### config.mk
export PLATFORM = sky130hd
export DESIGN_NAME = ipflb_top
export DESIGN_NICKNAME = d
export VERILOG_FILES = /design/src/rtl/ipflb_pkg.sv /design/src/rtl/ipflb_rise_detect.sv /design/src/rtl/ipflb_wc_bit.sv /design/src/rtl/ipflb_top.sv
export SDC_FILE = /design/constraint.sdc
export NUM_CORES = 1
export LEC_CHECK = 0
export BUFFER_PORTS_ARGS = -buffer_cell sky130_fd_sc_hd__buf_2
export CAP_MARGIN = 15
export CORE_MARGIN = 2
export CORE_UTILIZATION = 30
export DETAILED_ROUTE_END_ITERATION = 10
export SYNTH_ARGS = -nofsm -noshare
export SYNTH_HDL_FRONTEND = slang
export SYNTH_SLANG_ARGS = --single-unit
### constraint.sdc
create_clock -name clk_sys -period 2.5 [get_ports clk_sys]
set_input_delay 0.5 -clock clk_sys [delete_from_list [all_inputs] [get_ports clk_sys]]
set_output_delay 0.5 -clock clk_sys [all_outputs]
set_load 0.02 [all_outputs]
### src/rtl/ipflb_pkg.sv
// Purpose: Constants for the interrupt pending flags block
// Assumes: 32-bit Avalon-MM register window, byte addresses
// Notes: Offsets are byte addresses on the register bus
package ipflb_pkg;
    localparam logic [7:0] OFS_PENDING = 8'hc8;
    localparam logic [7:0] OFS_ENABLE = 8'hc4;
    localparam logic [7:0] OFS_CONFIG = 8'hcc;
    localparam int BIT_SOFT = 15;
    localparam int BIT_MBERR = 13;
    localparam int BIT_SBERR = 12;
    localparam int BIT_PIN_LO = 4;
    localparam int BIT_TIMER = 3;
    localparam int BIT_PHY = 2;
    localparam int BIT_WAKE = 1;
    localparam int BIT_DMA = 0;
    localparam int BIT_MASTER_IRQ = 19;
    localparam logic [31:0] PENDING_MASK = 32'h0000_b07f;
    localparam logic [31:0] WC_MASK = 32'h0000_b078;
    localparam logic [31:0] ENABLE_MASK = 32'h0000_b07e;
    localparam logic [31:0] RESET_VALUE = 32'h0000_0000;
endpackage : ipflb_pkg

### src/rtl/ipflb_rise_detect.sv
// Purpose: Rising edge detector on a synchronous level
// Assumes: Input is synchronous to clk_sys
// Notes: One-cycle pulse on each 0 to 1 change
`timescale 1ns/1ps
module ipflb_rise_detect (
    input wire logic clk_sys,
    input wire logic reset_n,
    input wire logic level_in,
    output logic rise_pulse
);
    logic last_r;
    logic last_nxt;
    always_comb begin
        last_nxt = level_in;
    end
    always_ff @(posedge clk_sys) begin
        if (!reset_n) begin
            last_r <= 1'b0;
        end else begin
            last_r <= last_nxt;
        end
    end
    assign rise_pulse = level_in & ~last_r;
endmodule : ipflb_rise_detect

### src/rtl/ipflb_wc_bit.sv
// Purpose: One sticky flag, set by hardware, cleared by writing one
// Assumes: Set and clear are one-cycle qualified strobes
// Notes: A set arriving with a clear wins
`timescale 1ns/1ps
module ipflb_wc_bit (
    input wire logic clk_sys,
    input wire logic reset_n,
    input wire logic set_in,
    input wire logic clear_in,
    output logic flag
);
    logic flag_r;
    logic flag_nxt;
    always_comb begin
        flag_nxt = flag_r;
        if (clear_in) begin
            flag_nxt = 1'b0;
        end
        if (set_in) begin
            flag_nxt = 1'b1;
        end
    end
    always_ff @(posedge clk_sys) begin
        if (!reset_n) begin
            flag_r <= 1'b0;
        end else begin
            flag_r <= flag_nxt;
        end
    end
    assign flag = flag_r;
endmodule : ipflb_wc_bit

### src/rtl/ipflb_top.sv
// Purpose: Interrupt pending flags bank with enable register and irq output
// Assumes: All event inputs synchronous to clk_sys; Avalon-MM slave with waitrequest
// Notes: Mirrored flags follow their sources; sticky flags clear on written ones
//
// Chosen here: the Avalon-MM slave port.
`timescale 1ns/1ps
module ipflb_top (
    input wire logic clk_sys,
    input wire logic reset_n,
    input wire logic [7:0] avs_address,
    input wire logic avs_read,
    input wire logic avs_write,
    input wire logic [31:0] avs_writedata,
    input wire logic [3:0] avs_byteenable,
    output logic [31:0] avs_readdata,
    output logic avs_waitrequest,
    input wire logic master_bus_error,
    input wire logic slave_bus_error,
    input wire logic [2:0] pin_event,
    input wire logic timer_wrap,
    input wire logic phy_irq,
    input wire logic [1:0] wake_source_status,
    input wire logic dma_irq,
    output logic irq
);
    logic [31:0] enable_r;
    logic [31:0] enable_nxt;
    logic [31:0] rdata_r;
    logic [31:0] rdata_nxt;
    logic wait_r;
    logic wait_nxt;
    logic irq_r;
    logic irq_nxt;
    logic phy_r;
    logic phy_nxt;
    logic dma_r;
    logic dma_nxt;
    logic wake_r;
    logic wake_nxt;
    logic soft_rise;
    logic soft_flag;
    logic mberr_flag;
    logic sberr_flag;
    logic timer_flag;
    logic [2:0] pin_flags;
    logic [31:0] pending;
    logic [31:0] bemask;
    logic wr_take;
    logic [31:0] clr_vec;

    function automatic logic [31:0] lane_mask(input logic [3:0] be);
        lane_mask = {{8{be[3]}}, {8{be[2]}}, {8{be[1]}}, {8{be[0]}}};
    endfunction : lane_mask

    // Access completes in the cycle after request while waitrequest drops
    assign wr_take = avs_write & ~wait_r;
    assign bemask = lane_mask(avs_byteenable);
    assign clr_vec = (wr_take && avs_address == ipflb_pkg::OFS_PENDING) ?
        (avs_writedata & bemask & ipflb_pkg::WC_MASK) : 32'h0000_0000;

    ipflb_rise_detect u_soft_edge (
        .clk_sys(clk_sys),
        .reset_n(reset_n),
        .level_in(enable_r[ipflb_pkg::BIT_SOFT]),
        .rise_pulse(soft_rise)
    );

    ipflb_wc_bit u_soft (
        .clk_sys(clk_sys),
        .reset_n(reset_n),
        .set_in(soft_rise),
        .clear_in(clr_vec[ipflb_pkg::BIT_SOFT]),
        .flag(soft_flag)
    );

    // Only reset_n or a written one clears these
    ipflb_wc_bit u_mberr (
        .clk_sys(clk_sys),
        .reset_n(reset_n),
        .set_in(master_bus_error),
        .clear_in(clr_vec[ipflb_pkg::BIT_MBERR]),
        .flag(mberr_flag)
    );

    ipflb_wc_bit u_sberr (
        .clk_sys(clk_sys),
        .reset_n(reset_n),
        .set_in(slave_bus_error),
        .clear_in(clr_vec[ipflb_pkg::BIT_SBERR]),
        .flag(sberr_flag)
    );

    ipflb_wc_bit u_timer (
        .clk_sys(clk_sys),
        .reset_n(reset_n),
        .set_in(timer_wrap),
        .clear_in(clr_vec[ipflb_pkg::BIT_TIMER]),
        .flag(timer_flag)
    );

    genvar gi;
    generate
        for (gi = 0; gi < 3; gi++) begin : g_pin
            ipflb_wc_bit u_pin (
                .clk_sys(clk_sys),
                .reset_n(reset_n),
                .set_in(pin_event[gi]),
                .clear_in(clr_vec[ipflb_pkg::BIT_PIN_LO + gi]),
                .flag(pin_flags[gi])
            );
        end
    endgenerate

    always_comb begin
        pending = ipflb_pkg::RESET_VALUE;
        pending[ipflb_pkg::BIT_SOFT] = soft_flag;
        pending[ipflb_pkg::BIT_MBERR] = mberr_flag;
        pending[ipflb_pkg::BIT_SBERR] = sberr_flag;
        pending[ipflb_pkg::BIT_PIN_LO +: 3] = pin_flags;
        pending[ipflb_pkg::BIT_TIMER] = timer_flag;
        pending[ipflb_pkg::BIT_PHY] = phy_r;
        pending[ipflb_pkg::BIT_WAKE] = wake_r;
        pending[ipflb_pkg::BIT_DMA] = dma_r;
    end

    // Mirrored flags: writes never touch them
    always_comb begin
        phy_nxt = phy_irq;
        dma_nxt = dma_irq;
        wake_nxt = |wake_source_status;
    end

    always_comb begin
        enable_nxt = enable_r;
        if (wr_take && avs_address == ipflb_pkg::OFS_ENABLE) begin
            enable_nxt = (enable_r & ~bemask) | (avs_writedata & bemask);
            enable_nxt = enable_nxt & ipflb_pkg::ENABLE_MASK;
        end
    end

    // Dma source is enabled at its own controller, so bit 0 always passes
    always_comb begin
        irq_nxt = |(pending & (enable_r | 32'h0000_0001));
    end

    always_comb begin
        wait_nxt = 1'b1;
        rdata_nxt = rdata_r;
        if ((avs_read || avs_write) && wait_r) begin
            wait_nxt = 1'b0;
        end
        if (avs_read && wait_r) begin
            unique case (avs_address)
                ipflb_pkg::OFS_PENDING: rdata_nxt = pending & ipflb_pkg::PENDING_MASK;
                ipflb_pkg::OFS_ENABLE: rdata_nxt = enable_r;
                ipflb_pkg::OFS_CONFIG: begin
                    rdata_nxt = 32'h0000_0000;
                    rdata_nxt[ipflb_pkg::BIT_MASTER_IRQ] = irq_nxt;
                end
                default: rdata_nxt = 32'h0000_0000;
            endcase
        end
    end

    always_ff @(posedge clk_sys) begin
        if (!reset_n) begin
            enable_r <= ipflb_pkg::RESET_VALUE;
            rdata_r <= 32'h0000_0000;
            wait_r <= 1'b1;
            irq_r <= 1'b0;
            phy_r <= 1'b0;
            dma_r <= 1'b0;
            wake_r <= 1'b0;
        end else begin
            enable_r <= enable_nxt;
            rdata_r <= rdata_nxt;
            wait_r <= wait_nxt;
            irq_r <= irq_nxt;
            phy_r <= phy_nxt;
            dma_r <= dma_nxt;
            wake_r <= wake_nxt;
        end
    end

    assign avs_readdata = rdata_r;
    assign avs_waitrequest = wait_r;
    assign irq = irq_r;

    soft_latch_a: assert property (@(posedge clk_sys) disable iff (!reset_n)
        $rose(enable_r[ipflb_pkg::BIT_SOFT]) |=> soft_flag)
        else $error("soft flag missed");

    soft_only_a: assert property (@(posedge clk_sys) disable iff (!reset_n)
        !soft_flag && !soft_rise |=> !soft_flag)
        else $error("soft flag set without enable edge");

    soft_clear_a: assert property (@(posedge clk_sys) disable iff (!reset_n)
        clr_vec[ipflb_pkg::BIT_SOFT] && !soft_rise |=> !soft_flag)
        else $error("soft flag not cleared");

    soft_hold_a: assert property (@(posedge clk_sys) disable iff (!reset_n)
        soft_flag && !clr_vec[ipflb_pkg::BIT_SOFT] |=> soft_flag)
        else $error("soft flag lost");

    mberr_set_a: assert property (@(posedge clk_sys) disable iff (!reset_n)
        master_bus_error |=> mberr_flag)
        else $error("mberr flag missed");

    mberr_hold_a: assert property (@(posedge clk_sys) disable iff (!reset_n)
        mberr_flag && !clr_vec[ipflb_pkg::BIT_MBERR] |=> mberr_flag)
        else $error("mberr lost");

    mberr_clear_a: assert property (@(posedge clk_sys) disable iff (!reset_n)
        clr_vec[ipflb_pkg::BIT_MBERR] && !master_bus_error |=> !mberr_flag)
        else $error("mberr not cleared");

    sberr_set_a: assert property (@(posedge clk_sys) disable iff (!reset_n)
        slave_bus_error |=> sberr_flag)
        else $error("sberr flag missed");

    sberr_hold_a: assert property (@(posedge clk_sys) disable iff (!reset_n)
        sberr_flag && !clr_vec[ipflb_pkg::BIT_SBERR] |=> sberr_flag)
        else $error("sberr lost");

    sberr_clear_a: assert property (@(posedge clk_sys) disable iff (!reset_n)
        clr_vec[ipflb_pkg::BIT_SBERR] && !slave_bus_error |=> !sberr_flag)
        else $error("sberr not cleared");

    pin_set_a: assert property (@(posedge clk_sys) disable iff (!reset_n)
        pin_event[1] |=> pin_flags[1])
        else $error("pin flag missed");

    pin_all_set_a: assert property (@(posedge clk_sys) disable iff (!reset_n)
        reset_n |=> (pin_flags & $past(pin_event)) == $past(pin_event))
        else $error("pin flags missed");

    pin_clear_a: assert property (@(posedge clk_sys) disable iff (!reset_n)
        clr_vec[ipflb_pkg::BIT_PIN_LO + 2] && !pin_event[2] |=> !pin_flags[2])
        else $error("pin flag not cleared");

    pin_hold_a: assert property (@(posedge clk_sys) disable iff (!reset_n)
        pin_flags[0] && !clr_vec[ipflb_pkg::BIT_PIN_LO] |=> pin_flags[0])
        else $error("pin flag lost");

    timer_set_a: assert property (@(posedge clk_sys) disable iff (!reset_n)
        timer_wrap |=> timer_flag)
        else $error("timer flag missed");

    timer_clear_a: assert property (@(posedge clk_sys) disable iff (!reset_n)
        clr_vec[ipflb_pkg::BIT_TIMER] && !timer_wrap |=> !timer_flag)
        else $error("timer flag not cleared");

    timer_hold_a: assert property (@(posedge clk_sys) disable iff (!reset_n)
        timer_flag && !clr_vec[ipflb_pkg::BIT_TIMER] |=> timer_flag)
        else $error("timer flag lost");

    // Checked through reset, so no disable here
    bus_reset_a: assert property (@(posedge clk_sys)
        !reset_n |=> pending == 32'h0000_0000 && !irq)
        else $error("flags survive hardware reset");

    phy_follow_a: assert property (@(posedge clk_sys) disable iff (!reset_n)
        reset_n |=> phy_r == $past(phy_irq))
        else $error("phy flag differs");

    wake_set_a: assert property (@(posedge clk_sys) disable iff (!reset_n)
        wake_source_status != 2'h0 |=> pending[ipflb_pkg::BIT_WAKE])
        else $error("wake flag missed");

    wake_follow_a: assert property (@(posedge clk_sys) disable iff (!reset_n)
        reset_n |=> wake_r == |$past(wake_source_status))
        else $error("wake flag differs");

    dma_follow_a: assert property (@(posedge clk_sys) disable iff (!reset_n)
        reset_n |=> pending[ipflb_pkg::BIT_DMA] == $past(dma_irq))
        else $error("dma flag differs");

    ro_write_a: assert property (@(posedge clk_sys) disable iff (!reset_n)
        (clr_vec & 32'h0000_0007) == 32'h0000_0000)
        else $error("write reaches read-only flag");

    irq_gate_a: assert property (@(posedge clk_sys) disable iff (!reset_n)
        reset_n |=> irq == |($past(pending) & ($past(enable_r) | 32'h0000_0001)))
        else $error("irq gating wrong");

    cfg_irq_a: assert property (@(posedge clk_sys) disable iff (!reset_n)
        avs_read && wait_r && avs_address == ipflb_pkg::OFS_CONFIG |=>
        avs_readdata[ipflb_pkg::BIT_MASTER_IRQ] ==
        |($past(pending) & ($past(enable_r) | 32'h0000_0001)))
        else $error("master indication wrong");

    reserved_zero_a: assert property (@(posedge clk_sys) disable iff (!reset_n)
        ((pending & ~ipflb_pkg::PENDING_MASK) |
        (enable_r & ~ipflb_pkg::ENABLE_MASK)) == 32'h0000_0000)
        else $error("reserved bit set");

    pend_read_a: assert property (@(posedge clk_sys) disable iff (!reset_n)
        avs_read && wait_r && avs_address == ipflb_pkg::OFS_PENDING |=>
        (avs_readdata & ~ipflb_pkg::PENDING_MASK) == 32'h0000_0000)
        else $error("reserved bit read back");
endmodule : ipflb_top

==> impl_metrics.yaml <==
outcome:
  status: "finished clean"
clock_network:
  cts_buffers: 5
  htree_levels: 2
  clk_pin_slew_ns: 0.07
  post_cts_buffers: 0
  clk_latency_ns: 0.28
  ctsResizeCount: 0
  clockBufferDepth: 2
  clock_sinks: 33
  hold_buffers: 0
  cts_root_buf: "clkbuf_8"
  cts_tree: "done"
placed_design:
  port_buffers: 45
  place_ws_ns: 0.6838
  place_congestion: 0.7145
  hpwlAfterDp_um: 2709
floorplanning:
  die_h_um: 76
  io_pins: 92
  core_area_um2: 5042
  num_rows: 26
  start_util_pct: 30.84
  die_area_um2: 5776
  die_w_um: 76
power_and_ir_drop:
  cellLeakagePower_uw: 0.0008042
  ir_drop_uv: 185.5
  power.density_nw_per_um2: 566.8
yosys:
  seq_area_frac_synth_pct: 42.48
  ys_seq_elements: 33
  yosysWarningCount: 0
  syn-instance-count: 182
  synth_cell_types: 28
  synth_area_um2: 1555
  syn_avg_cell_area_um2: 8.545
timing:
  rsz0062_at_grt: "false"
  skew_ns: 0.005325
  timing.final.crit_share_pct: 65.38
  setup_ws_ns: 0.8655
  relSlewSlack_pct: 59.87
  final-max-slew-violation-count: 0
  setup_tns_ns: 0
  finalSetupViolCount: 0
  period_needed_ns: 1.635
  hold_viol: 0
  clock.fmax_mhz: 611.8
  worstMarginPinSlew_ns: 0.6005
global_routing:
  grt_overflow_total: 0
  grt_pass1_vias: 1164
  grt_util_all_layers_pct: 12.47
  antenna_found_initial: 0
  grt_pass1_wl_um: 5623
  grt_max_degree: 32
layout:
  area_growth_pct: 18.50
  final_nets: 283
  final_layout_size_suffix_gt1_share_pct: 25.22
  fill_cells: 541
  antenna_cells: 0
worst_setup_path:
  crit_arrival_ns: 1.79
  startpoint_type: "flop"
  path_class: "flop to flop"
  critPathMaxFanout: 12
  end_kind: "flop"
  cp_slowest_cell: "nand4_1"
  max_stage_delay_ns: 0.45
  crit_chain: "and3b_1 -> nand4_1 -> nand3_1 -> o21ai_1"
  cp_num_buf_inv: 0
  worstReg2RegStart: "avs_waitrequest"
  path_delay_family: "simple AND/OR/NAND/NOR gates"
  cp.required_ns: 2.66
  cp-startpoint: "avs_waitrequest"
detailed_routing:
  ant_nets: 0
  totalWireLength_um: 3495
  wl_per_cell_um: 11.81
  num_vias: 1313
  vias_per_cell: 4.436
  drcViolationCount: 0
  firstDrtPassIters: 4
  drtIter0Drc: 57
run:
  cap_violations: 0
hold_path:
  hold_path_class: "input pin to flop"
  min_from: "wake_source_status[0]"
-- cell usage after synthesis, drive strengths merged --
master | number | area, um^2
dfxtp | 33 | 660.6
buf | 25 | 180.2
nand2 | 24 | 97.59
o21ai | 16 | 80.08
a22oi | 13 | 97.59
and2 | 12 | 75.07
nand3 | 10 | 50.05
o31ai | 9 | 67.56
clkbuf | 7 | 26.28
inv | 7 | 26.28
a41oi | 6 | 52.55
nand4 | 4 | 25.02
nor2b | 3 | 18.77
and3b | 2 | 17.52
a211oi | 1 | 7.510
a21boi | 1 | 7.510
a31o | 1 | 8.760
a31oi | 1 | 6.260
and3 | 1 | 6.260
and4bb | 1 | 12.51
conb | 1 | 3.750
nor2 | 1 | 6.260
o211ai | 1 | 7.510
o21a | 1 | 7.510
or3 | 1 | 6.260
-- cell type report --
| type | instances | area [um^2] | area share (%) |
|---|---|---|---|
| multi-input combinational | 130 | 737.0 | 39.99 |
| sequential | 33 | 660.6 | 35.85 |
| timing repair buffer | 48 | 247.7 | 13.44 |
| tap | 70 | 87.58 | 4.752 |
| clock buffer | 7 | 76.32 | 4.141 |
| inverter | 7 | 26.28 | 1.426 |
| clock inverter | 1 | 7.507 | 0.4073 |
-- per-stage QoR --
| stage | power, uW | std cells | utilization (%) | hold WS, ns | instance area, um^2 |
|---|---|---|---|---|---|
| global route | 1095 | 296 | 36.55 | 0.3992 | 1843 |
| CTS | 1057 | 296 | 36.55 | 0.4037 | 1843 |
| finish | 1045 | 296 | 36.55 | 0.4083 | 1843 |
| floorplan | 655.1 | 202 | - | 0.4490 | 1630 |
| global placement | 671.7 | 288 | 34.89 | 0.4439 | 1759 |
| detailed placement | 673.5 | 288 | 34.89 | 0.4483 | 1759 |
-- metal layers --
metal / wire (um) / up-vias / track usage (%)
met4: 20 / 0 / 4.364
met5: 0 / - / 0
met3: 263 / 2 / 5.332
met2: 1554 / 44 / 19.55
li1: - / 689 / -
met1: 1656 / 578 / 15.38
-- logic make-up after synthesis --
kind of cell / Yosys count / share of synthesized area [%]
simple gates: 59 / 20.27
compound gates: 50 / 22.04
buf+inv: 39 / 14.96
flops: 33 / 42.48
other cells: 1 / 0.2411
-- worst paths after layout --
check	depth (start not counted)	slack, ns	to
max	4	0.87	flop
min	2	0.41	wake_r
max reg2reg	4	0.87	flop
min reg2reg	2	0.46	avs_readdata[19]
-- cells in the final DEF, fill, tap and decap left out --
| cell type | count |
|---|---|
| buf_2 | 45 |
| dfxtp_1 | 33 |
| nand2_1 | 23 |
| conb_1 | 21 |
| a22oi_1 | 13 |
| and2_1 | 12 |
| o21ai_1 | 10 |
| nand3_1 | 10 |
| o31ai_1 | 9 |
| inv_1 | 7 |
| o21ai_0 | 6 |
| a41oi_1 | 6 |
| clkbuf_8 | 5 |
| nand4_1 | 4 |
| nor2b_1 | 3 |
| buf_4 | 3 |
| and3b_1 | 2 |
| clkbuf_1 | 2 |
| and4bb_2 | 1 |
| nor2_2 | 1 |
| and3_1 | 1 |
| nand2_4 | 1 |
| a21boi_1 | 1 |
| a211oi_1 | 1 |
| or3_1 | 1 |
| o211ai_1 | 1 |
| o21a_1 | 1 |
| a31oi_1 | 1 |
| a31o_1 | 1 |
| clkinvlp_4 | 1 |
-- power by group --
group / total, uW / leakage, uW / internal (uW) / switching [uW]
Clock: 383 / 0.0000385 / 197 / 186
Sequential: 548 / 0.000269 / 538 / 9.94
Combinational: 114 / 0.000497 / 37.7 / 76.4
Total: 1040 / 0.000804 / 772 / 273
Power figures use the tool's default switching activity.
